==> src/verilog/pas_pkg.sv <==
// pas_pkg: constants and carrier types for the aux status / led block
// assumes a single 100 MHz clock shared by all users of the package
package pas_pkg;
    localparam int unsigned CLK_HZ        = 100_000_000;
    // register indices; byte address is four times the index
    localparam logic [5:0] IDX_AUX        = 6'h1c;
    localparam logic [5:0] IDX_LED_MODE   = 6'h1d;
    localparam logic [5:0] IDX_LED_BEHAV  = 6'h1e;
    localparam logic [5:0] IDX_BLK_CTRL   = 6'h20;
    // auxiliary register field positions
    localparam int AUX_AN_DONE   = 15;
    localparam int AUX_AN_OFF    = 14;
    localparam int AUX_XOVER     = 13;
    localparam int AUX_PAIR_X    = 12;
    localparam int AUX_POL_LSB   = 8;
    localparam int AUX_TMO_MSB   = 7;
    localparam int AUX_PS_EN     = 6;
    localparam int AUX_DUPLEX    = 5;
    localparam int AUX_SPD_LSB   = 3;
    localparam int AUX_TMO_LSB   = 2;
    localparam int AUX_MEDIA_LSB = 0;
    // led behaviour field positions
    localparam int BEH_PULSE     = 12;
    localparam int BEH_RATE_LSB  = 10;
    localparam int BEH_STR1      = 6;
    localparam int BEH_STR0      = 5;
    localparam int BEH_CMB1      = 1;
    localparam int BEH_CMB0      = 0;
    // block control field positions
    localparam int CTL_SRST      = 15;
    // values after reset
    localparam logic [1:0] RST_TMO       = 2'h1;
    localparam logic       RST_PS_EN     = 1'b0;
    localparam logic [3:0] RST_MODE1     = 4'h5;
    localparam logic [3:0] RST_MODE0     = 4'h4;
    localparam logic [1:0] RST_RATE      = 2'h1;
    localparam logic [7:0] RST_DUTY      = 8'h80;
    // timing: blink half periods are multiples of a 25 ms tick
    localparam int unsigned TICK_MS      = 25;
    localparam int unsigned TICK_CYCLES  = CLK_HZ / 1000 * TICK_MS;
    localparam int unsigned PWM_HZ       = 5000;
    localparam int unsigned PWM_STEPS    = 256;
    localparam int unsigned PWM_STEP_CYC = CLK_HZ / PWM_HZ / PWM_STEPS;

    typedef struct packed {
        logic       an_enable;
        logic       an_complete;
        logic       link_up;
        logic       crossover;
        logic       third_fourth_pair_exchanged;
        logic [3:0] polarity;
        logic       duplex_status;
        logic [1:0] speed;
        logic [1:0] media;
    } pas_phy_status_t;

    typedef struct packed {
        logic [15:0] sources;
        logic        activity;
    } pas_led_evt_t;

    // blink half period in 25 ms ticks: 200, 100, 50, 25 ms
    function automatic logic [3:0] pas_half_ticks(input logic [1:0] rate);
        unique case (rate)
            2'h0: pas_half_ticks = 4'h8;
            2'h1: pas_half_ticks = 4'h4;
            2'h2: pas_half_ticks = 4'h2;
            2'h3: pas_half_ticks = 4'h1;
        endcase
    endfunction : pas_half_ticks
endpackage : pas_pkg

==> src/verilog/phy_aux_status_led_control.sv <==
// phy_aux_status_led_control: aux status, led mode and led behaviour regs
// assumes status and led events come from logic on clk_i, one cycle valid
// Overview of operation
// - bit 15: negotiation done, else link status
// - bit 14: inverse of negotiation enable
// - bit 13: crossover applied internally
// - bit 12: third and fourth pairs swapped
// - bits 11:8: polarity reversal pairs A-D
// - timeout code from bits 7 and 2
// - bits 4:3 report link speed
// - bits 1:0 report media selection
// - four-bit mode per led, defaults 5/4
// - bit 12 pulses active leds at 5 kHz
// - bits 11:10 pick blink and stretch rate
// - one rate shared by every led
// - rate writable only in port 0
// - bits 6/5 choose stretch or blink
// - bits 1/0 disable link/activity combining
`timescale 1ns/1ns
`default_nettype none
module phy_aux_status_led_control
    import pas_pkg::*;
#(
    parameter int unsigned TICK_CYC  = TICK_CYCLES,
    parameter int unsigned PORT_ID   = 0
) (
    input  wire logic            clk_i,
    input  wire logic            rst_i,
    input  wire logic            wb_cyc_i,
    input  wire logic            wb_stb_i,
    input  wire logic            wb_we_i,
    input  wire logic [7:0]      wb_adr_i,
    input  wire logic [3:0]      wb_sel_i,
    input  wire logic [31:0]     wb_dat_i,
    output logic [31:0]          wb_dat_o,
    output logic                 wb_ack_o,
    input  wire pas_phy_status_t status_i,
    input  wire pas_led_evt_t    led_evt_i,
    input  wire logic [1:0]      shared_rate_i,
    output logic [1:0]           blink_rate_o,
    output logic [1:0]           psave_timeout_o,
    output logic                 psave_enable_o,
    output logic                 first_indicator_output_o,
    output logic                 second_indicator_output_o
);
    // counters are sized for these ranges; refuse anything else
    if (TICK_CYC < 1) begin : g_tick_short
        $error("tick length must be at least one cycle");
    end
    if (TICK_CYC > 32'h0fff_ffff) begin : g_tick_long
        $error("tick length exceeds the tick counter");
    end
    if (PWM_STEP_CYC < 1 || PWM_STEP_CYC > 256) begin : g_pwm_step
        $error("pulse step length exceeds the step counter");
    end

    // sticky fields
    logic [1:0]  tmo_q;
    logic        ps_en_q;
    logic [3:0]  mode1_q;
    logic [3:0]  mode0_q;
    logic [1:0]  rate_q;
    logic        str1_q;
    logic        str0_q;
    logic        cmb1_q;
    logic        cmb0_q;
    // non-sticky fields
    logic        pulse_q;
    logic [7:0]  duty_q;
    // bus
    logic        req;
    logic        wr;
    logic        lo_wr;
    logic        hi_wr;
    logic [5:0]  idx;
    logic        srst;
    logic [15:0] rd_d;
    logic [15:0] aux_view;
    logic [1:0]  rate_eff;
    // timing
    logic [27:0] tick_cnt_q;
    logic        tick_en;
    logic [3:0]  half;
    logic [3:0]  half_cnt_q;
    logic        blink_q;
    logic [7:0]  pwm_div_q;
    logic [7:0]  pwm_ph_q;
    logic        pwm_on;

    // one wait state; ack falls the cycle after it rose
    assign req   = wb_cyc_i & wb_stb_i & ~wb_ack_o;
    assign wr    = req & wb_we_i;
    assign lo_wr = wr & wb_sel_i[0];
    assign hi_wr = wr & wb_sel_i[1];
    assign idx   = wb_adr_i[7:2];
    // soft reset restarts only non-sticky state
    assign srst  = hi_wr && idx == IDX_BLK_CTRL && wb_dat_i[CTL_SRST];

    always_ff @(posedge clk_i) begin
        if (rst_i) begin
            wb_ack_o <= 1'b0;
        end else begin
            wb_ack_o <= req;
        end
    end

    // auxiliary: timeout and power-save enable, sticky
    always_ff @(posedge clk_i) begin
        if (rst_i) begin
            tmo_q   <= RST_TMO;
            ps_en_q <= RST_PS_EN;
        end else if (lo_wr && idx == IDX_AUX) begin
            tmo_q   <= {wb_dat_i[AUX_TMO_MSB], wb_dat_i[AUX_TMO_LSB]};
            ps_en_q <= wb_dat_i[AUX_PS_EN];
        end
    end

    // led mode selectors, sticky
    always_ff @(posedge clk_i) begin
        if (rst_i) begin
            mode1_q <= RST_MODE1;
            mode0_q <= RST_MODE0;
        end else if (lo_wr && idx == IDX_LED_MODE) begin
            mode1_q <= wb_dat_i[7:4];
            mode0_q <= wb_dat_i[3:0];
        end
    end

    // led behaviour low byte, sticky
    always_ff @(posedge clk_i) begin
        if (rst_i) begin
            str1_q <= 1'b0;
            str0_q <= 1'b0;
            cmb1_q <= 1'b0;
            cmb0_q <= 1'b0;
        end else if (lo_wr && idx == IDX_LED_BEHAV) begin
            str1_q <= wb_dat_i[BEH_STR1];
            str0_q <= wb_dat_i[BEH_STR0];
            cmb1_q <= wb_dat_i[BEH_CMB1];
            cmb0_q <= wb_dat_i[BEH_CMB0];
        end
    end

    // rate field: only port 0 takes writes; other ports never store or act on it
    always_ff @(posedge clk_i) begin
        if (rst_i) begin
            rate_q <= RST_RATE;
        end else if (hi_wr && idx == IDX_LED_BEHAV && PORT_ID == 0) begin
            rate_q <= wb_dat_i[BEH_RATE_LSB +: 2];
        end
    end

    // pulse enable and duty follow the soft reset too
    always_ff @(posedge clk_i) begin
        if (rst_i || srst) begin
            pulse_q <= 1'b0;
            duty_q  <= RST_DUTY;
        end else begin
            if (hi_wr && idx == IDX_LED_BEHAV) begin
                pulse_q <= wb_dat_i[BEH_PULSE];
            end
            if (lo_wr && idx == IDX_BLK_CTRL) begin
                duty_q <= wb_dat_i[7:0];
            end
        end
    end

    // other ports follow port 0 so every led blinks alike
    assign rate_eff     = (PORT_ID == 0) ? rate_q : shared_rate_i;
    assign blink_rate_o = rate_eff;
    assign half         = pas_half_ticks(rate_eff);

    always_comb begin
        aux_view = 16'h0;
        aux_view[AUX_AN_DONE] = status_i.an_enable ? status_i.an_complete
                                                   : status_i.link_up;
        aux_view[AUX_AN_OFF]  = ~status_i.an_enable;
        aux_view[AUX_XOVER]   = status_i.crossover;
        aux_view[AUX_PAIR_X]  = status_i.third_fourth_pair_exchanged;
        aux_view[AUX_POL_LSB +: 4] = {status_i.polarity[0],
                                      status_i.polarity[1],
                                      status_i.polarity[2],
                                      status_i.polarity[3]};
        aux_view[AUX_TMO_MSB] = tmo_q[1];
        aux_view[AUX_PS_EN]   = ps_en_q;
        aux_view[AUX_DUPLEX]  = status_i.duplex_status;
        aux_view[AUX_SPD_LSB +: 2]   = status_i.speed;
        aux_view[AUX_TMO_LSB] = tmo_q[0];
        aux_view[AUX_MEDIA_LSB +: 2] = status_i.media;
    end

    // unmapped and reserved positions read zero
    always_comb begin
        rd_d = 16'h0;
        unique case (idx)
            IDX_AUX:       rd_d = aux_view;
            IDX_LED_MODE:  rd_d = {8'h0, mode1_q, mode0_q};
            IDX_LED_BEHAV: begin
                rd_d[BEH_PULSE]         = pulse_q;
                rd_d[BEH_RATE_LSB +: 2] = rate_eff;
                rd_d[BEH_STR1]          = str1_q;
                rd_d[BEH_STR0]          = str0_q;
                rd_d[BEH_CMB1]          = cmb1_q;
                rd_d[BEH_CMB0]          = cmb0_q;
            end
            IDX_BLK_CTRL:  rd_d = {8'h0, duty_q};
            default:       rd_d = 16'h0;
        endcase
    end

    // read data holds until the next read is taken
    always_ff @(posedge clk_i) begin
        if (rst_i) begin
            wb_dat_o <= 32'h0;
        end else if (req && !wb_we_i) begin
            wb_dat_o <= {16'h0, rd_d};
        end
    end

    // only the code leaves here; the timeout itself is timed elsewhere
    assign psave_timeout_o = tmo_q;
    assign psave_enable_o  = ps_en_q;

    // 25 ms tick, the unit of every blink and stretch time
    always_ff @(posedge clk_i) begin
        if (rst_i || tick_en) begin
            tick_cnt_q <= 28'h0;
        end else begin
            tick_cnt_q <= tick_cnt_q + 28'h1;
        end
    end
    // a new rate is picked up at the next tick, not mid count
    assign tick_en = tick_cnt_q == 28'(TICK_CYC - 1);

    // one blink phase for all leds keeps them in step
    always_ff @(posedge clk_i) begin
        if (rst_i) begin
            half_cnt_q <= 4'h0;
            blink_q    <= 1'b0;
        end else if (tick_en) begin
            if (half_cnt_q + 4'h1 >= half) begin
                half_cnt_q <= 4'h0;
                blink_q    <= ~blink_q;
            end else begin
                half_cnt_q <= half_cnt_q + 4'h1;
            end
        end
    end

    // pulsing: 256 phase steps per 5 kHz period
    always_ff @(posedge clk_i) begin
        if (rst_i) begin
            pwm_div_q <= 8'h0;
            pwm_ph_q  <= 8'h0;
        end else if (pwm_div_q == 8'(PWM_STEP_CYC - 1)) begin
            pwm_div_q <= 8'h0;
            pwm_ph_q  <= pwm_ph_q + 8'h1;
        end else begin
            pwm_div_q <= pwm_div_q + 8'h1;
        end
    end
    // duty 0 keeps pulsed leds dark
    assign pwm_on = pwm_ph_q < duty_q;

    // both drivers share tick, blink phase and pulse phase
    pas_led_drv u_first_indicator_output (
        .clk_i         (clk_i),
        .rst_i         (rst_i),
        .tick_en_i     (tick_en),
        .half_ticks_i  (half),
        .blink_phase_i (blink_q),
        .pwm_on_i      (pwm_on),
        .pulse_en_i    (pulse_q),
        .mode_i        (mode0_q),
        .stretch_sel_i (str0_q),
        .combine_off_i (cmb0_q),
        .evt_i         (led_evt_i),
        .led_o         (first_indicator_output_o)
    );

    pas_led_drv u_second_indicator_output (
        .clk_i         (clk_i),
        .rst_i         (rst_i),
        .tick_en_i     (tick_en),
        .half_ticks_i  (half),
        .blink_phase_i (blink_q),
        .pwm_on_i      (pwm_on),
        .pulse_en_i    (pulse_q),
        .mode_i        (mode1_q),
        .stretch_sel_i (str1_q),
        .combine_off_i (cmb1_q),
        .evt_i         (led_evt_i),
        .led_o         (second_indicator_output_o)
    );
endmodule : phy_aux_status_led_control
`default_nettype wire

==> src/verilog/pas_led_drv.sv <==
// pas_led_drv: one indicator output, mode select, stretch/blink, pulsing
// assumes tick_en and blink_phase_i are shared by all indicators
`timescale 1ns/1ns
`default_nettype none
module pas_led_drv
    import pas_pkg::*;
(
    input  wire logic         clk_i,
    input  wire logic         rst_i,
    input  wire logic         tick_en_i,
    input  wire logic [3:0]   half_ticks_i,
    input  wire logic         blink_phase_i,
    input  wire logic         pwm_on_i,
    input  wire logic         pulse_en_i,
    input  wire logic [3:0]   mode_i,
    input  wire logic         stretch_sel_i,
    input  wire logic         combine_off_i,
    input  wire pas_led_evt_t evt_i,
    output logic              led_o
);
    logic [4:0] stretch_q;
    logic       level;
    logic       act;
    logic       shown;

    // stretch lasts two half periods: 400, 200, 100 or 50 ms
    always_ff @(posedge clk_i) begin
        if (rst_i) begin
            stretch_q <= 5'h0;
        end else if (evt_i.activity) begin
            stretch_q <= {half_ticks_i, 1'b0};
        end else if (tick_en_i && stretch_q != 5'h0) begin
            stretch_q <= stretch_q - 5'h1;
        end
    end

    always_comb begin
        level = evt_i.sources[mode_i];
        act   = stretch_q != 5'h0;
        if (combine_off_i) begin
            shown = level;
        end else if (stretch_sel_i) begin
            shown = level & ~act;
        end else begin
            shown = level & ~(act & blink_phase_i);
        end
    end

    always_ff @(posedge clk_i) begin
        if (rst_i) begin
            led_o <= 1'b0;
        end else begin
            led_o <= shown & (~pulse_en_i | pwm_on_i);
        end
    end
endmodule : pas_led_drv
`default_nettype wire

==> config.mk <==
export PLATFORM = sky130hd
export DESIGN_NAME = phy_aux_status_led_control
export DESIGN_NICKNAME = d
export VERILOG_FILES = /design/src/verilog/pas_pkg.sv /design/src/verilog/phy_aux_status_led_control.sv /design/src/verilog/pas_led_drv.sv
export SDC_FILE = /design/constraint.sdc
export NUM_CORES = 1
export LEC_CHECK = 0
export BUFFER_PORTS_ARGS = -buffer_cell sky130_fd_sc_hd__buf_4
export CAP_MARGIN = 30
export CORE_MARGIN = 2
export CORE_UTILIZATION = 49
export DETAILED_ROUTE_END_ITERATION = 10
export PLACE_DENSITY = 0.77
export SLEW_MARGIN = 25
export SYNTH_ARGS = -nofsm -noshare
export SYNTH_HDL_FRONTEND = slang
export SYNTH_SLANG_ARGS = --single-unit
export TNS_END_PERCENT = 100
==> constraint.sdc <==
create_clock -name clk_i -period 1.75 [get_ports clk_i]
set_input_delay 0.35 -clock clk_i [delete_from_list [all_inputs] [get_ports clk_i]]
set_output_delay 0.35 -clock clk_i [all_outputs]
set_load 0.05 [all_outputs]
==> flow_summary.ini, run 1 <==
[placement]
hpwl_um = 9970
io_buffer_count = 79
gp_congestion = 0.862
placedCellCount = 839

[floorplanning]
core_area_um2 = 10400
ioPinCount = 122
start_util_pct = 50.7
num_rows = 37
dieHeight_um = 108
die_area_um2 = 11600
die_w_um = 108

[critical_path]
critPathMaxFanout = 5
path_class = reg -> reg
r2r_slack_ns = -0.15
r2r-end = blink_q$_SDFFE_PP0P_
r2r_cells = 7
arrival_ns = 2.22
reg2reg_from = half_cnt_q[1]$_SDFFE_PP0P_
end_kind = flip-flop
startpoint_type = flip-flop
worstPathRequired_ns = 2.06

[worst_hold_path]
holdPathStages = 2
min_from = wb_dat_i[2]
whs_endpoint = mode0_q[2]$_SDFFE_PP1P_
hold_path_class = in -> reg

[clock_tree]
clk_pin_slew_ns = 0.10
cts_tree = built
cts_sinks = 104
numCtsBuffers = 9
cts_htree_levels = 3
cts_max_path_buffers = 2
hold_buffers = 0
clock_latency_ns = 0.38
clock-root-buffer = clkbuf_8

[cells_and_area]
synthToLayoutAreaGrowth_pct = 30.5
layout.nets = 818
diodes = 0
nFillCells = 824
seqCellArea_um2 = 2110
fin_cells = 859
multi_input_area_um2 = 3200
drive_gt1_share_pct = 31.8

[detailed_routing]
vias_per_cell = 5.51
antenna_left = 0
dr.pass1.iters = 6
drt_iter0_markers = 228
drc = 0
totalWireLength_um = 13500
wl_per_cell_um = 15.7
vias = 4731

[synth]
synth_cell_types = 59
yosys_warnings = 0
netlist_instances = 594
synth.most_common_cell = dfxtp_1
synthTopCellsByArea = dfxtp_1 39%, nor2_1 5.9%, xor2_1 4.6%
yosysTopAreaCell = dfxtp_1
ys_seq_elements = 104
synth_edf_count = 0
syn_avg_cell_area_um2 = 8.89
synth.top_cell.area_share_pct = 39.4
synthArstFlopShare_pct = 0
yosysSeqAreaShare_pct = 39.4
synth_common_cells = 104 x dfxtp_1, 83 x nor2_1, 43 x nand2_1
synth_area_um2 = 5280
synthFlopType = dfxtp_1

[sta]
rsz0062_at_grt = yes
holdWs_ns = 0.190
fmax_ghz = 0.525
worst_slack_ns = -0.154
final-hold-violation-count = 0
period_needed_ns = 1.90
setup-violations-final = 4
slew_violations = 0
finalCritPeriodShare_pct = 109
skew_ns = 0.0115

[pwr]
total_power_uw = 4690
p_leak_uw = 0.00275
p_switching_uw = 1150
p_per_area_nw_per_um2 = 681
p_int_uw = 3540
sw_frac_of_total_pct = 24.6
comb_power_share_pct = 10.4
pwr-share-clk_pct = 38.1
seqPwrFrac_pct = 51.4
ir_worst_vdd_mv = 0.451

[job]
maxCapViolCount = 0

[grt]
grt_pass1_vias = 4540
grt_max_degree = 43
grt_overflow = 0
track_usage_pct = 23.2
antenna_found_initial = 0
grt_first_pass_wirelength_um = 21400

[status]
status = complete, but fails checks
failed_checks = negative setup slack
## registers in the layout (all words and copies together) (netlist names), 4 cells and up
name                                 flops
tick_cnt_q                              28
duty_q                                   8
mode1_q                                  4
mode0_q                                  4
u_first_indicator_output.stretch_q       5
half_cnt_q                               4
pwm_div_q                                8
wb_dat_o                                16
u_second_indicator_output.stretch_q      5
pwm_ph_q                                 8
## worst max path at each step
stage                                      start                     end  depth (start not counted)
finish                half_cnt_q[1]$_SDFFE_PP0P_    blink_q$_SDFFE_PP0P_                          7
global route          half_cnt_q[1]$_SDFFE_PP0P_    blink_q$_SDFFE_PP0P_                          7
CTS                   half_cnt_q[1]$_SDFFE_PP0P_    blink_q$_SDFFE_PP0P_                          7
detailed placement    half_cnt_q[1]$_SDFFE_PP0P_    blink_q$_SDFFE_PP0P_                          7
global placement                     wb_adr_i[6]  duty_q[5]$_SDFFE_PP0P_                          8
floorplan           blink_rate_o[1]$_SDFFE_PP0P_    blink_q$_SDFFE_PP0P_                          7
## layout make-up
type,count,area share (%)
Clock buffer,9,1.80
Clock inverter,7,1.72
Inverter,19,1.03
Multi-Input combinational cell,444,46.5
Sequential cell,104,30.6
Tap cell,136,2.47
Timing Repair Buffer,140,15.9
## cells by family after synthesis
family                     count (synthesis)  synth area share [%]
other                                      1                0.0710
buffers and inverters                     61                  5.85
DFF                                      104                  39.4
adders and majority gates                 18                  4.27
and+or+nand+nor                          263                  26.1
muxes                                     32                  8.20
xor gates and xnor gates                  43                  7.13
AOI/OAI and AO/OA                         72                  8.98
## layout by cell type (no fill, tap or decap), types with 3 or more instances in the layout
| cell | count |
|---|---|
| a222oi_1 | 4 |
| buf_12 | 3 |
| and4_1 | 3 |
| nand3_1 | 36 |
| a22o_1 | 3 |
| a21oi_1 | 25 |
| mux4_2 | 8 |
| or2_2 | 3 |
| nand4_1 | 12 |
| nor2_1 | 79 |
| a211o_1 | 6 |
| o21ai_1 | 4 |
| inv_1 | 19 |
| a221oi_1 | 7 |
| nor3_4 | 6 |
| dfxtp_4 | 5 |
| nand2b_1 | 6 |
| mux2i_1 | 14 |
| nor2b_1 | 8 |
| xor2_1 | 27 |
| buf_4 | 135 |
| dfxtp_2 | 6 |
| nor4_1 | 3 |
| nor2_2 | 3 |
| clkbuf_8 | 9 |
| nand3_2 | 3 |
| o21ai_0 | 8 |
| dfxtp_1 | 93 |
| mux2_2 | 8 |
| ha_4 | 5 |
| or3_1 | 4 |
| and3_1 | 17 |
| xnor2_1 | 14 |
| bufinv_16 | 3 |
| conb_1 | 16 |
| nor3_1 | 13 |
| ha_1 | 12 |
| nand2_1 | 42 |
## critical path, stage by stage (launching register included)
cell and delay (ns):
dfxtp_4 0.38, nand3_2 0.09, xnor2_2 0.15, ha_2 0.32, nor2_1 0.04, or3_4 0.42
or3_1 0.32, a21oi_1 0.12
## per-layer routing
layer,GRT usage [%],up-vias,wire [um]
met1,29.0,2246,5650
met3,4.24,32,657
met5,0,-,0
li1,-,2300,-
met2,40.0,153,6730
met4,7.97,0,412
## power groups by stage
| stage | logic [uW] | registers [uW] | clock network (uW) |
|---|---|---|---|
| detailed placement | 467 | 2470 | 0 |
| floorplan | 261 | 2510 | 0 |
| finish | 490 | 2410 | 1790 |
| CTS | 473 | 2410 | 1810 |
| global route | 527 | 2420 | 1900 |
| global placement | 453 | 2470 | 0 |
## repair_timing
item / in CTS / in global routing
cloned: 0 / 0
buffers inserted: 1 / 3
endpoints found under the setup margin: 34 / 49
resized for setup: 11 / 44
pin swaps: 2 / 13
## metrics by stage
stage | cell area (um2) | TNS (ns) | util, % | setup slack, ns
3_3_place_gp | 6360 | -1.62 | 61.1 | -0.116
3_5_place_dp | 6360 | -2.13 | 61.1 | -0.145
5_1_grt | 6890 | -1.64 | 66.2 | -0.219
2_1_floorplan | 5380 | -0.152 | - | -0.0420
4_1_cts | 6680 | -0.447 | 64.1 | -0.140
6_report | 6890 | -0.307 | 66.2 | -0.154
Power figures use the tool's default switching activity.
==> run 2: changes to the inputs <==
Settings changed: CORE_ASPECT_RATIO set to 0.75, REMOVE_ABC_BUFFERS set to 1.
==> run 2 against run 1 <==
The flow still finishes with violations (negative setup slack). Critical endpoint unchanged. Non-clock buffer count rose by 4. Power rose by 5.7%. Cell count rose by 0.47%. Critical path type unchanged. Hold slack improved by 0.045 ns. Clock power rose by 14%. Sequential power barely moved. Highest routed layer unchanged.
==> flow_summary.ini, run 2 (synthesis results as in run 1) <==
[status]
status = complete, but fails checks
failed_checks = negative setup slack

[clock_tree]
cts_sinks = 104
clock-root-buffer = clkbuf_16
clk_pin_slew_ns = 0.07
numCtsBuffers = 9
cts_htree_levels = 3
cts_tree = built
hold_buffers = 0
clock_latency_ns = 0.34
cts_max_path_buffers = 2

[sta]
fmax_ghz = 0.538
rsz0062_at_grt = yes
relSlewSlack_pct = 62.2
period_needed_ns = 1.86
final-hold-violation-count = 0
setup-violations-final = 5
skew_ns = 0.00769
worst_slack_ns = -0.107
finalCritPeriodShare_pct = 106
worstMarginPinSlew_ns = 0.567
slew_violations = 0

[detailed_routing]
totalWireLength_um = 13500
drt_iter0_markers = 352
drc = 0
antenna_left = 0
wl_per_cell_um = 15.7
dr.pass1.iters = 5
vias = 4798
vias_per_cell = 5.56

[placement]
dp_slack_ns = -0.236
dpl_cell_area_um2 = 6340
hpwl_um = 10000
gp_congestion = 0.907
io_buffer_count = 79

[grt]
grt_pass1_vias = 4493
antenna_found_initial = 0
grt_first_pass_wirelength_um = 21100
grt_overflow = 0
grt_max_degree = 36
track_usage_pct = 23.2

[pwr]
p_per_area_nw_per_um2 = 704
p_leak_uw = 0.00280
ir_worst_vdd_mv = 0.559

[floorplanning]
num_rows = 32
ioPinCount = 122
dieHeight_um = 93.9
core_area_um2 = 10400
die_area_um2 = 11600
start_util_pct = 50.9
die_w_um = 124

[cells_and_area]
utilization_pct = 67.9
largest_reg_flops = 28
synthToLayoutAreaGrowth_pct = 33.4
drive_gt1_share_pct = 32.2
stdcell_area_um2 = 7040
layout_commonest_cell = buf_4
layout.nets = 822
nFillCells = 809
largest-register = tick_cnt_q
reg_top3 = tick_cnt_q x28, wb_dat_o x16
diodes = 0
final_cell_mix = 137 x buf_4, 91 x dfxtp_1, 79 x nor2_1

[worst_hold_path]
hold_path_class = in -> reg

[critical_path]
worstPathRequired_ns = 2.03
r2r_slack_ns = -0.11
path_class = reg -> reg
critPathMaxFanout = 3
startpoint_type = flip-flop
arrival_ns = 2.14
end_kind = flip-flop

[job]
maxCapViolCount = 0
[run 2: through the flow]
stage	cells	hold slack, ns	TNS, ns	total power [uW]
4_1_cts	860	0.223	-0.348	4970
3_3_place_gp	843	0.440	-1.92	2930
3_5_place_dp	843	0.450	-3.53	2940
6_report	863	0.235	-0.277	4960
5_1_grt	863	0.234	-2.09	5130
2_1_floorplan	567	0.419	-14.08	2710
[run 2: timing repair]
action | 4_1_cts | 5_1_grt
endpoints found under the setup margin | 13 | 48
pin swaps | 6 | 14
setup buffers | 1 | 3
resized for setup | 23 | 55
gates cloned | 0 | 0
[run 2: where the power goes]
group          switching [uW]  internal, uW
Sequential               23.9          2390
Combinational             297           207
Clock                     883          1150
Total                    1200          3750
[run 2: layout make-up]
type | count | area, um2 | share of cell area (%)
multi-input cells | 444 | 3270 | 46.4
flip-flops and latches | 104 | 2100 | 29.9
repair buffers | 144 | 1120 | 16.0
clock buffers | 10 | 239 | 3.39
well taps | 136 | 170 | 2.42
inverters | 19 | 71.3 | 1.01
clock inverters | 6 | 67.6 | 0.959
[run 2: per-layer routing]
| metal | routed length (um) | GRT usage [%] | share of wire [%] | vias to the layer above |
|---|---|---|---|---|
| li1 | - | - | - | 2312 |
| met1 | 5920 | 30.9 | 44 | 2297 |
| met2 | 6280 | 37.5 | 46 | 171 |
| met3 | 1150 | 6.19 | 8.5 | 18 |
| met4 | 195 | 5.59 | 1.4 | 0 |
| met5 | 0 | 0 | 0 | - |
[run 2: worst paths after layout]
check | end | depth (start not counted) | startpoint
worst max-delay path | blink_q$_SDFFE_PP0P_ | 7 | half_cnt_q[0]$_SDFFE_PP0P_
worst min-delay path | mode1_q[0]$_SDFFE_PP1P_ | 2 | wb_dat_i[4]
worst max register to register | blink_q$_SDFFE_PP0P_ | 7 | half_cnt_q[0]$_SDFFE_PP0P_
worst min register to register | wb_dat_o[8]$_SDFFE_PP0P_ | 2 | wb_dat_o[8]$_SDFFE_PP0P_
[run 2: critical path: stages, from the launching register on]
cell and delay [ns]:
dfxtp_4 0.37, ha_4 0.17, xor2_2 0.16, ha_4 0.26, nor3_1 0.04, or3_4 0.38, or3_1 0.31, a21oi_1 0.12
